File: src/hw/port_pin_map.svh
// register offsets, reset values and timing counts of the pin port block
`ifndef PORT_PIN_MAP_SVH
`define PORT_PIN_MAP_SVH

// per-port register offsets inside a 32-byte port window
`define PP_OFS_DATA 3'h0
`define PP_OFS_INPUT 3'h1
`define PP_OFS_DIR 3'h2
`define PP_OFS_OPEN_DRAIN 3'h3
`define PP_OFS_POLARITY 3'h4
`define PP_OFS_MASK 3'h5
`define PP_OFS_FLAG 3'h6

// global register byte addresses
`define PP_ADDR_SLEW 12'h080
`define PP_ADDR_ROUTE 12'h084
`define PP_ADDR_MODE 12'h088

// field positions
`define PP_MODE_BOOT_BIT 0
`define PP_MODE_RC_BIT 1

// reset values
`define PP_RST_BYTE 8'h00
`define PP_RST_ROUTE 4'h0

// filter: consecutive samples per level and saturation of the run counter
`define PP_FILTER_RUN 3'h4
`define PP_FILTER_SAT 3'h7

// stop-mode sampling oscillator: bus clocks per sample tick
`define PP_RC_DIV 4'h4

`endif

File: src/hw/port_pin_pkg.sv
// types shared by the pin port block
package port_pin_pkg;
    typedef enum logic [0:0] {
        FILT_WAIT_IDLE = 1'b0,
        FILT_ARMED = 1'b1
    } filt_state_type;
    typedef logic [31:0] pin_vec_type;
    typedef logic [7:0] byte_type;
endpackage

File: src/hw/pin_edge_filter.sv
// per-pin sampling glitch filter and edge detector
`timescale 1ns/1ps
`include "port_pin_map.svh"
module pin_edge_filter (
    input wire logic clk,
    input wire logic sys_rst,
    input wire logic clk_en,
    input wire logic sample_en,
    input wire logic pin_level,
    input wire logic edge_rising,
    output logic valid_edge,
    output logic settling
);
    import port_pin_pkg::*;

    logic [2:0] run_cnt_q;
    logic [2:0] run_cnt_d;
    logic last_q;
    logic active_lvl;
    filt_state_type state_q;
    filt_state_type state_d;

    // count consecutive equal samples, saturating
    assign active_lvl = (pin_level == edge_rising);
    assign run_cnt_d = (pin_level != last_q) ? 3'h1 :
        ((run_cnt_q == `PP_FILTER_SAT) ? run_cnt_q : run_cnt_q + 3'h1);
    // an unsampled level change restarts the run, so it wakes the stop oscillator too
    assign settling = (run_cnt_q <= `PP_FILTER_RUN) || (pin_level != last_q);

    always_ff @(posedge clk) begin
        if (sys_rst) begin
            run_cnt_q <= 3'h0;
            last_q <= 1'b0;
        end else if (clk_en && sample_en) begin
            run_cnt_q <= run_cnt_d;
            last_q <= pin_level;
        end
    end

    // arm on an inactive run, fire on a later active run
    always_comb begin
        state_d = state_q;
        case (state_q)
            FILT_WAIT_IDLE: begin
                if (!active_lvl && run_cnt_d >= `PP_FILTER_RUN) begin
                    state_d = FILT_ARMED;
                end
            end
            FILT_ARMED: begin
                if (active_lvl && run_cnt_d == `PP_FILTER_RUN) begin
                    state_d = FILT_WAIT_IDLE;
                end
            end
            default: state_d = FILT_WAIT_IDLE;
        endcase
    end

    always_ff @(posedge clk) begin
        if (sys_rst) begin
            state_q <= FILT_WAIT_IDLE;
        end else if (clk_en && sample_en) begin
            state_q <= state_d;
        end
    end

    assign valid_edge = clk_en && sample_en && state_q == FILT_ARMED && active_lvl &&
        run_cnt_d == `PP_FILTER_RUN;

    // an edge seen under steady sampling needs four equal samples
    a_edge_after_run: assert property (
        @(posedge clk) disable iff (sys_rst)
        (clk_en && sample_en)[*4] ##0 valid_edge |->
            ($past(pin_level, 1) == pin_level && $past(pin_level, 2) == pin_level &&
            $past(pin_level, 3) == pin_level))
        else $error("edge accepted after a short pulse");
endmodule

File: src/hw/port_pin_interrupt_filter.sv
// pin port with open-drain, routing, slew control and filtered pin interrupts
// Operation
// - open-drain select releases the high drive
// - mask bit gates each pin flag into its port request
// - filtered edge sets a sticky pin flag
// - four ports, per-pin enable and edge choice
// - one shared request line per port
// - detection works in input or output direction
// - request when flag and enable both set
// - pending enabled interrupt wakes from stop, wait
// - pulses of three clocks rejected, four accepted
// - four inactive then four active samples
// - run and wait sample every bus clock
// - stop mode samples on local oscillator
// - oscillator runs only while a pin settles
// - route register moves pwm channels to alternates
// - debug pin gives boot mode during reset
// - slew bits steer motor pad slew limiting
// - data read returns pin or output by direction
//
// The register addresses and register access over APB are this design's own decisions.
`timescale 1ns/1ps
`include "port_pin_map.svh"
module port_pin_interrupt_filter (
    input wire logic clk,
    input wire logic clk_en,
    input wire logic sys_rst,
    input wire logic [11:0] paddr,
    input wire logic psel,
    input wire logic penable,
    input wire logic pwrite,
    input wire logic [31:0] pwdata,
    input wire logic [3:0] pstrb,
    output logic [31:0] prdata,
    output logic pready,
    output logic pslverr,
    input wire port_pin_pkg::pin_vec_type pin_in,
    output port_pin_pkg::pin_vec_type pin_out,
    output port_pin_pkg::pin_vec_type pin_oe,
    input wire logic stop_mode,
    input wire logic wait_mode,
    input wire logic [3:0] pwm_chan,
    input wire logic [3:0] pwm_en,
    input wire logic debug_pin,
    output logic [3:0] port_irq,
    output logic wake_req,
    output port_pin_pkg::byte_type slew_control,
    output logic boot_mode_input,
    output logic rc_osc_running
);
    import port_pin_pkg::*;

    ////////////////////////////////////////////////////////////////////////////
    // registers and internal signals

    logic [3:0][7:0] port_output_value_q;
    logic [3:0][7:0] direction_bits_q;
    logic [3:0][7:0] open_drain_select_q;
    logic [3:0][7:0] pull_polarity_select_q;
    logic [3:0][7:0] pin_irq_mask_q;
    logic [3:0][7:0] pin_irq_flag_q;
    logic [7:0] slew_q;
    logic [3:0] alt_route_select_q;
    logic [31:0] prdata_q;
    logic [31:0] rd_d;
    pin_vec_type pin_meta_q;
    pin_vec_type pin_sync_q;
    logic dbg_meta_q;
    logic dbg_sync_q;
    pin_vec_type valid_edge;
    pin_vec_type settling;
    pin_vec_type flag_clr;
    pin_vec_type periph_own;
    pin_vec_type periph_val;
    pin_vec_type out_val;
    pin_vec_type drive_en;
    logic [3:0] irq_d;
    logic [1:0] port_sel;
    logic [2:0] reg_sel;
    logic is_global;
    logic addr_ok;
    logic wr_en;
    logic setup;
    logic osc_run;
    logic rc_tick;
    logic sample_en;

    ////////////////////////////////////////////////////////////////////////////
    // apb decode

    assign port_sel = paddr[6:5];
    assign reg_sel = paddr[4:2];
    assign is_global = paddr[7];
    assign setup = psel && !penable;
    assign wr_en = clk_en && psel && penable && pwrite && addr_ok;

    // valid addresses: port windows with registers 0..6 and three globals
    always_comb begin
        addr_ok = 1'b0;
        if (paddr[11:8] == 4'h0 && paddr[1:0] == 2'h0) begin
            if (!is_global) begin
                addr_ok = (reg_sel <= `PP_OFS_FLAG);
            end else begin
                addr_ok = (paddr == `PP_ADDR_SLEW) || (paddr == `PP_ADDR_ROUTE) ||
                    (paddr == `PP_ADDR_MODE);
            end
        end
    end

    // slave answers in the first access cycle while the clock is enabled
    assign pready = clk_en;
    assign pslverr = psel && penable && !addr_ok;
    assign prdata = prdata_q;

    ////////////////////////////////////////////////////////////////////////////
    // input synchronisers

    always_ff @(posedge clk) begin
        if (sys_rst) begin
            pin_meta_q <= 32'h00000000;
            pin_sync_q <= 32'h00000000;
        end else if (clk_en) begin
            pin_meta_q <= pin_in;
            pin_sync_q <= pin_meta_q;
        end
    end

    // debug pin keeps sampling during reset so the strap can be caught
    always_ff @(posedge clk) begin
        if (clk_en) begin
            dbg_meta_q <= debug_pin;
            dbg_sync_q <= dbg_meta_q;
        end
    end

    // boot mode follows the pin while reset is held, then stays latched
    always_ff @(posedge clk) begin
        if (clk_en && sys_rst) begin
            boot_mode_input <= dbg_sync_q;
        end
    end

    ////////////////////////////////////////////////////////////////////////////
    // configuration registers

    // software written port registers, low byte lane only
    always_ff @(posedge clk) begin
        if (sys_rst) begin
            port_output_value_q <= '0;
            direction_bits_q <= '0;
            open_drain_select_q <= '0;
            pull_polarity_select_q <= '0;
            pin_irq_mask_q <= '0;
            slew_q <= `PP_RST_BYTE;
            alt_route_select_q <= `PP_RST_ROUTE;
        end else if (wr_en && pstrb[0]) begin
            if (!is_global) begin
                case (reg_sel)
                    `PP_OFS_DATA: port_output_value_q[port_sel] <= pwdata[7:0];
                    `PP_OFS_DIR: direction_bits_q[port_sel] <= pwdata[7:0];
                    `PP_OFS_OPEN_DRAIN: open_drain_select_q[port_sel] <= pwdata[7:0];
                    `PP_OFS_POLARITY: pull_polarity_select_q[port_sel] <= pwdata[7:0];
                    `PP_OFS_MASK: pin_irq_mask_q[port_sel] <= pwdata[7:0];
                    default: ;
                endcase
            end else if (paddr == `PP_ADDR_SLEW) begin
                slew_q <= pwdata[7:0];
            end else if (paddr == `PP_ADDR_ROUTE) begin
                alt_route_select_q <= pwdata[3:0];
            end
        end
    end

    // write-one-to-clear mask for the flag register
    always_comb begin
        flag_clr = '0;
        if (wr_en && pstrb[0] && !is_global && reg_sel == `PP_OFS_FLAG) begin
            flag_clr[port_sel*8 +: 8] = pwdata[7:0];
        end
    end

    // sticky flags; a new edge wins over a clear in the same cycle
    always_ff @(posedge clk) begin
        if (sys_rst) begin
            pin_irq_flag_q <= '0;
        end else if (clk_en) begin
            pin_irq_flag_q <= (pin_irq_flag_q & ~flag_clr) | valid_edge;
        end
    end

    ////////////////////////////////////////////////////////////////////////////
    // read path

    // read data is captured in the setup cycle and shown in the access cycle
    always_comb begin
        rd_d = 32'h00000000;
        if (!is_global) begin
            case (reg_sel)
                `PP_OFS_DATA: rd_d[7:0] = (direction_bits_q[port_sel] &
                    port_output_value_q[port_sel]) |
                    (~direction_bits_q[port_sel] & pin_sync_q[port_sel*8 +: 8]);
                `PP_OFS_INPUT: rd_d[7:0] = pin_sync_q[port_sel*8 +: 8];
                `PP_OFS_DIR: rd_d[7:0] = direction_bits_q[port_sel];
                `PP_OFS_OPEN_DRAIN: rd_d[7:0] = open_drain_select_q[port_sel];
                `PP_OFS_POLARITY: rd_d[7:0] = pull_polarity_select_q[port_sel];
                `PP_OFS_MASK: rd_d[7:0] = pin_irq_mask_q[port_sel];
                `PP_OFS_FLAG: rd_d[7:0] = pin_irq_flag_q[port_sel];
                default: rd_d = 32'h00000000;
            endcase
        end else if (paddr == `PP_ADDR_SLEW) begin
            rd_d[7:0] = slew_q;
        end else if (paddr == `PP_ADDR_ROUTE) begin
            rd_d[3:0] = alt_route_select_q;
        end else if (paddr == `PP_ADDR_MODE) begin
            rd_d[`PP_MODE_BOOT_BIT] = boot_mode_input;
            rd_d[`PP_MODE_RC_BIT] = rc_osc_running;
        end
    end

    always_ff @(posedge clk) begin
        if (sys_rst) begin
            prdata_q <= 32'h00000000;
        end else if (clk_en && setup) begin
            prdata_q <= addr_ok ? rd_d : 32'h00000000;
        end
    end

    ////////////////////////////////////////////////////////////////////////////
    // edge filters and their sampling clock

    // bus clock samples in run and wait, the local oscillator in stop
    assign sample_en = stop_mode ? rc_tick : 1'b1;
    assign osc_run = stop_mode &&
        |(settling & pin_irq_mask_q & ~pin_irq_flag_q);

    stop_rc_osc u_rc_osc (
        .clk(clk),
        .sys_rst(sys_rst),
        .clk_en(clk_en),
        .osc_run(osc_run),
        .rc_tick(rc_tick),
        .osc_active(rc_osc_running)
    );

    // filters watch the pad level whatever the pin direction
    genvar gi;
    generate
        for (gi = 0; gi < 32; gi++) begin : g_filter
            pin_edge_filter u_filter (
                .clk(clk),
                .sys_rst(sys_rst),
                .clk_en(clk_en),
                .sample_en(sample_en),
                .pin_level(pin_sync_q[gi]),
                .edge_rising(pull_polarity_select_q[gi / 8][gi % 8]),
                .valid_edge(valid_edge[gi]),
                .settling(settling[gi])
            );
        end
    endgenerate

    ////////////////////////////////////////////////////////////////////////////
    // interrupt requests and wake-up

    // one request per port from any flagged and enabled pin
    always_comb begin
        for (int p = 0; p < 4; p++) begin
            irq_d[p] = |(pin_irq_flag_q[p] & pin_irq_mask_q[p]);
        end
    end

    always_ff @(posedge clk) begin
        if (sys_rst) begin
            port_irq <= 4'h0;
            wake_req <= 1'b0;
        end else if (clk_en) begin
            port_irq <= irq_d;
            wake_req <= (|irq_d) && (stop_mode || wait_mode);
        end
    end

    ////////////////////////////////////////////////////////////////////////////
    // pin drive

    // pwm channel k lands on port 1 pin k, or port 2 pin k when rerouted
    always_comb begin
        periph_own = '0;
        periph_val = '0;
        for (int k = 0; k < 4; k++) begin
            if (pwm_en[k]) begin
                if (alt_route_select_q[k]) begin
                    periph_own[16 + k] = 1'b1;
                    periph_val[16 + k] = pwm_chan[k];
                end else begin
                    periph_own[8 + k] = 1'b1;
                    periph_val[8 + k] = pwm_chan[k];
                end
            end
        end
    end

    assign out_val = (periph_own & periph_val) | (~periph_own & port_output_value_q);
    assign drive_en = periph_own | direction_bits_q;

    // open-drain pins release the pad instead of driving high
    always_ff @(posedge clk) begin
        if (sys_rst) begin
            pin_out <= 32'h00000000;
            pin_oe <= 32'h00000000;
        end else if (clk_en) begin
            pin_out <= out_val;
            pin_oe <= drive_en & ~(open_drain_select_q & out_val);
        end
    end

    // slew limiting is forced off while stopped
    always_ff @(posedge clk) begin
        if (sys_rst) begin
            slew_control <= 8'h00;
        end else if (clk_en) begin
            slew_control <= stop_mode ? 8'h00 : slew_q;
        end
    end

    ////////////////////////////////////////////////////////////////////////////
    // checks

    a_od_no_high: assert property (
        @(posedge clk) disable iff (sys_rst)
        $past(clk_en) |-> ((pin_oe & pin_out & $past(open_drain_select_q)) == 32'h00000000))
        else $error("open-drain pin driven high");

    a_mask_gates_irq: assert property (
        @(posedge clk) disable iff (sys_rst)
        $past(clk_en) && (($past(pin_irq_flag_q[0]) & $past(pin_irq_mask_q[0])) == 8'h00)
            |-> !port_irq[0])
        else $error("masked flag raised a port request");

    a_irq_any_pin: assert property (
        @(posedge clk) disable iff (sys_rst)
        clk_en && |(pin_irq_flag_q[1] & pin_irq_mask_q[1]) |=> port_irq[1])
        else $error("enabled flag gave no port request");

    a_flag_set: assert property (
        @(posedge clk) disable iff (sys_rst)
        clk_en && valid_edge[0] |=> pin_irq_flag_q[0][0])
        else $error("edge did not set its flag");

    a_flag_sticky: assert property (
        @(posedge clk) disable iff (sys_rst)
        clk_en && pin_irq_flag_q[1][2] && !flag_clr[10] |=> pin_irq_flag_q[1][2])
        else $error("flag dropped without a clear");

    a_flag_clear: assert property (
        @(posedge clk) disable iff (sys_rst)
        clk_en && flag_clr[10] && !valid_edge[10] |=> !pin_irq_flag_q[1][2])
        else $error("write one did not clear flag");

    a_run_sampling: assert property (
        @(posedge clk) disable iff (sys_rst)
        !stop_mode |-> sample_en)
        else $error("filters idle outside stop mode");

    a_wake_mode: assert property (
        @(posedge clk) disable iff (sys_rst)
        $past(clk_en) && wake_req |-> port_irq != 4'h0 && $past(stop_mode || wait_mode))
        else $error("wake request without cause");

    a_route_alt: assert property (
        @(posedge clk) disable iff (sys_rst)
        clk_en && pwm_en[0] && alt_route_select_q[0] |=> pin_out[16] == $past(pwm_chan[0]))
        else $error("rerouted pwm channel not on alternate pin");

    a_boot_latch: assert property (
        @(posedge clk) disable iff (sys_rst)
        $past(sys_rst) && $past(clk_en) |-> boot_mode_input == $past(dbg_sync_q))
        else $error("boot mode not latched at reset release");

    a_slew_stop: assert property (
        @(posedge clk) disable iff (sys_rst)
        $past(clk_en) && $past(stop_mode) |-> slew_control == 8'h00)
        else $error("slew limiting left on in stop");
endmodule

File: src/hw/stop_rc_osc.sv
// gated sampling oscillator used by the filters in stop mode
`timescale 1ns/1ps
`include "port_pin_map.svh"
module stop_rc_osc (
    input wire logic clk,
    input wire logic sys_rst,
    input wire logic clk_en,
    input wire logic osc_run,
    output logic rc_tick,
    output logic osc_active
);
    logic [3:0] div_q;

    // divider runs only while some pin still needs samples
    always_ff @(posedge clk) begin
        if (sys_rst) begin
            div_q <= 4'h0;
            osc_active <= 1'b0;
        end else if (clk_en) begin
            osc_active <= osc_run;
            if (!osc_run || div_q == `PP_RC_DIV - 4'h1) begin
                div_q <= 4'h0;
            end else begin
                div_q <= div_q + 4'h1;
            end
        end
    end

    assign rc_tick = osc_active && osc_run && div_q == `PP_RC_DIV - 4'h1;

    a_rc_gated: assert property (
        @(posedge clk) disable iff (sys_rst)
        $past(clk_en) && !$past(osc_run) |-> !osc_active && !rc_tick)
        else $error("stop oscillator running without demand");
endmodule
File: config.mk
export PLATFORM = sky130hd
export DESIGN_NAME = port_pin_interrupt_filter
export DESIGN_NICKNAME = d
export VERILOG_FILES = /design/src/hw/port_pin_pkg.sv /design/src/hw/pin_edge_filter.sv /design/src/hw/port_pin_interrupt_filter.sv /design/src/hw/stop_rc_osc.sv
export VERILOG_INCLUDE_DIRS = /design/src /design/src/hw
export SDC_FILE = /design/constraint.sdc
export NUM_CORES = 1
export LEC_CHECK = 0
export BUFFER_PORTS_ARGS = -buffer_cell sky130_fd_sc_hd__buf_2
export CORE_MARGIN = 4
export CORE_UTILIZATION = 45
export DETAILED_ROUTE_END_ITERATION = 12
export SLEW_MARGIN = 10
export SYNTH_ARGS = -nofsm -noshare
export SYNTH_HDL_FRONTEND = slang
export SYNTH_HIERARCHICAL = 1
export SYNTH_SLANG_ARGS = --single-unit
export TNS_END_PERCENT = 20
File: constraint.sdc
create_clock -name clk -period 5 [get_ports clk]
set_input_delay 0.5 -clock clk [delete_from_list [all_inputs] [get_ports clk]]
set_output_delay 0.5 -clock clk [all_outputs]
set_load 0.02 [all_outputs]
==> results.yml <==
route:
  firstDrtPassIters: 6
  vias_per_cell: 5.828
  ant_nets: 0
  drc: 0
  dr.first_iter.drc_count: 1929
  routed_wl_um: 79600
  wire_per_inst_um: 21.64
  via_count: 21443
critical_path:
  required_ns: 5.45
  cp.arrival_ns: 4.45
  r2r_end: "pin_irq_flag_q[20]$_SDFFE_PP0P_"
  worstRegToRegCells: 15
  start_kind: "flop"
  cp_max_fo: 49
  setup.worst_path.start: "g_filter[9].u_filter/run_cnt_q[0]$_SDFFE_PP0N_"
  endpoint: "pin_irq_flag_q[20]$_SDFFE_PP0P_"
  worst-r2r-setup-slack_ns: 1.0
  crit_path_end_kind: "flop"
  critPathKind: "flop to flop"
  r2r-start: "g_filter[9].u_filter/run_cnt_q[0]$_SDFFE_PP0N_"
pwr:
  p_clk_frac: 0.460
  p_sw_mw: 2.290
  leakagePower_nw: 11.18
  p_int_mw: 7.039
  seq_power_share: 0.461
  combPwrFrac: 0.079
  power.total_mw: 9.329
  irDropWorstVdd_mv: 0.2634
  swShare: 0.2455
  powerDensity_nw_per_um2: 314.8
grt:
  antenna_found_initial: 1
  grt_overflow: 0
  grt_max_degree: 168
  grt_usage: 0.2450
  grt_pass1_wl_um: 121900
  grt_pass1_vias: 20416
synthesis:
  synthCells: 2744
  ys_seq_elements: 521
  ys_types: 69
  async_reset_ff_frac: 0
  synth_edf_count: 3
  avgSynthCellArea_um2: 9.580
  seq_area_frac_synth: 0.3979
  synth_warnings: 6
  synth_ff_type: "dfxtp_1"
  synth_area_um2: 26290
place:
  dpl.hpwl_um: 56800
  gp_routability_congestion: 0.9706
  pre_cts_slack_ns: 1.088
  io_buffers: 158
timing:
  setup_viol: 0
  slew_violations: 0
  slew_headroom: 0.2525
  finalWorstSetupSlack_ns: 0.9993
  tightest_slew_ns: 1.121
  max_freq_ghz: 0.2500
  min_period_over_period: 0.8001
  period_minus_slack_ns: 4.001
  whs_ns: 0.07824
  rsz0062_at_grt: "no"
  setup_tns_ns: 0
  hold_viol_final: 0
  skew_ns: 0.03462
clock_network:
  clk_latency_ns: 0.63
  cts-root-buf: "clkbuf_16"
  cts_sinks: 521
  cts_tree: "done"
  h-tree-depth: 2
  cts-buffers-inserted: 58
  holdBufCountCts: 0
  postCtsSetupRepairBufs: 0
  cts-resized-gates: 0
  path_clk_slew_ns: 0.06
  clockBufferDepth: 3
floorplanning:
  placement_rows: 88
  start_util: 0.4547
  coreArea_um2: 57810
  die_x_um: 249.7
  ioPinCount: 210
  chipHeight_um: 249.7
  die_area_um2: 62350
min_path:
  hp-class: "input port to flop"
layout:
  final_util: 0.5127
  final_nets: 3036
  synthToLayoutAreaGrowth_pct: 12.75
  drive_gt1_frac: 0.1514
status:
  status: "finished clean"
run:
  max-cap-violations: 0
cell usage after synthesis, types with 35 or more instances:
| cell | instances | area (µm²) |
|---|---|---|
| dfxtp_1 | 518 | 10370 |
| mux2i_1 | 271 | 2713 |
| nand2b_1 | 239 | 1495 |
| nand2_1 | 235 | 882.1 |
| nor2_1 | 222 | 833.3 |
| a21oi_1 | 177 | 885.9 |
| clkbuf_1 | 92 | 345.3 |
| inv_1 | 82 | 307.8 |
| ha_1 | 72 | 900.9 |
| nand3_1 | 62 | 310.3 |
| nand3b_1 | 57 | 427.9 |
| a22oi_1 | 56 | 420.4 |
| mux4_2 | 53 | 1194 |
| and4_1 | 37 | 324.1 |
| and3_1 | 36 | 225.2 |
| a32oi_1 | 35 | 306.5 |
| o2111ai_1 | 35 | 306.5 |
registers in the layout, summed over array words and instances (netlist names), 4 cells and up:
name                         count
slew_control                     8
port_output_value_q             32
u_rc_osc/div_q                   4
g_filter.u_filter/state_q       32
slew_q                           8
pin_meta_q                      32
pin_sync_q                      32
pin_out                         32
alt_route_select_q               4
pull_polarity_select_q          32
g_filter.u_filter/run_cnt_q     96
pin_irq_mask_q                  32
port_irq                         4
direction_bits_q                32
prdata                           8
pin_oe                          32
open_drain_select_q             32
pin_irq_flag_q                  32
g_filter.u_filter/last_q        32
how the worst min path moves through the flow:
stage,startpoint,end,cells after the start
after CTS,debug_pin,dbg_meta_q$_DFFE_PP_,1
after floorplan,dbg_sync_q$_DFFE_PP_,boot_mode_input$_DFFE_PP_,0
after global routing,debug_pin,dbg_meta_q$_DFFE_PP_,1
final,debug_pin,dbg_meta_q$_DFFE_PP_,1
after global placement,dbg_meta_q$_DFFE_PP_,dbg_sync_q$_DFFE_PP_,0
after detailed placement,dbg_sync_q$_DFFE_PP_,boot_mode_input$_DFFE_PP_,0
kinds of logic (layout without fill, tap and decap cells):
group                    count (synthesis)  count (layout)  share of synthesized area
buffers and inverters                  234             380                    0.03984
AO/OA/AOI/OAI                          542             542                     0.1460
XOR/XNOR                                65              65                    0.03080
adder cells (fa/ha/maj)                 72              72                    0.03427
flip-flops                             521             521                     0.3979
AND/OR/NAND/NOR                        978             978                     0.1994
multiplexers                           331             331                     0.1516
other                                    1              25                  0.0001427
layout by cell type (no fill, tap or decap), types with 8 or more instances in the layout:
master / n
dfxtp_1: 518
mux2i_1: 271
nand2b_1: 238
nand2_1: 235
nor2_1: 222
a21oi_1: 177
buf_2: 155
inv_1: 82
ha_1: 72
nand3_1: 62
clkbuf_16: 59
nand3b_1: 57
a22oi_1: 56
mux4_2: 53
and4_1: 37
and3_1: 36
a32oi_1: 35
o2111ai_1: 35
xnor2_2: 32
xnor2_1: 32
o32ai_1: 32
a31o_1: 32
a21o_1: 32
a21oi_2: 32
buf_4: 32
o21ai_0: 29
a311oi_1: 25
conb_1: 24
clkbuf_8: 16
or3_1: 13
a211oi_1: 13
clkinv_2: 13
nand4_1: 11
nor3_4: 10
clkbuf_1: 10
nor4_1: 8
or3b_2: 8
nor2b_1: 8
routing by layer:
metal | track usage | up-vias | wire length [µm]
met5 | 0 | - | 0
met4 | 0.06120 | 0 | 1911
met3 | 0.05148 | 108 | 6032
met2 | 0.3858 | 660 | 35980
met1 | 0.3454 | 10509 | 35670
li1 | - | 10166 | -
layout make-up:
| cell class | count | area, µm² |
|---|---|---|
| Antenna cell | 1 | 2.502 |
| Clock inverter | 21 | 197.7 |
| Timing Repair Buffer | 192 | 1106 |
| Sequential cell | 521 | 10460 |
| Clock buffer | 85 | 1734 |
| Tap cell | 765 | 957.2 |
| Multi-Input combinational cell | 2012 | 14870 |
| Fill cell | 5281 | 28170 |
| Inverter | 82 | 307.8 |
metrics by stage:
stage | area, µm² | instances
6_report | 29640 | 3679
5_1_grt | 29640 | 3679
4_1_cts | 29640 | 3678
3_5_place_dp | 27700 | 3572
3_3_place_gp | 27700 | 3572
2_1_floorplan | 26370 | 2767
power groups by stage:
stage	sequential, mW	clock, mW	combinational (mW)
5_1_grt	4.30	4.55	0.804
3_5_place_dp	4.39	0	0.729
2_1_floorplan	4.38	0	0.500
4_1_cts	4.30	4.39	0.733
6_report	4.30	4.29	0.739
3_3_place_gp	4.38	0	0.706
worst max-delay path, stage by stage (launching register included):
cell       delay [ns]
dfxtp_1          0.41
inv_1            0.09
ha_1             0.21
nand3b_1         0.24
and3b_1          0.26
a311oi_1         0.38
nand4_1          0.18
o31a_1           0.38
and3_2           0.24
nand2b_4         0.34
buf_12           0.30
o2111ai_1        0.20
nor2_1           0.11
and3_1           0.22
a21oi_1          0.16
a311oi_1         0.07
Note: power is estimated with default switching activity, not from simulation.
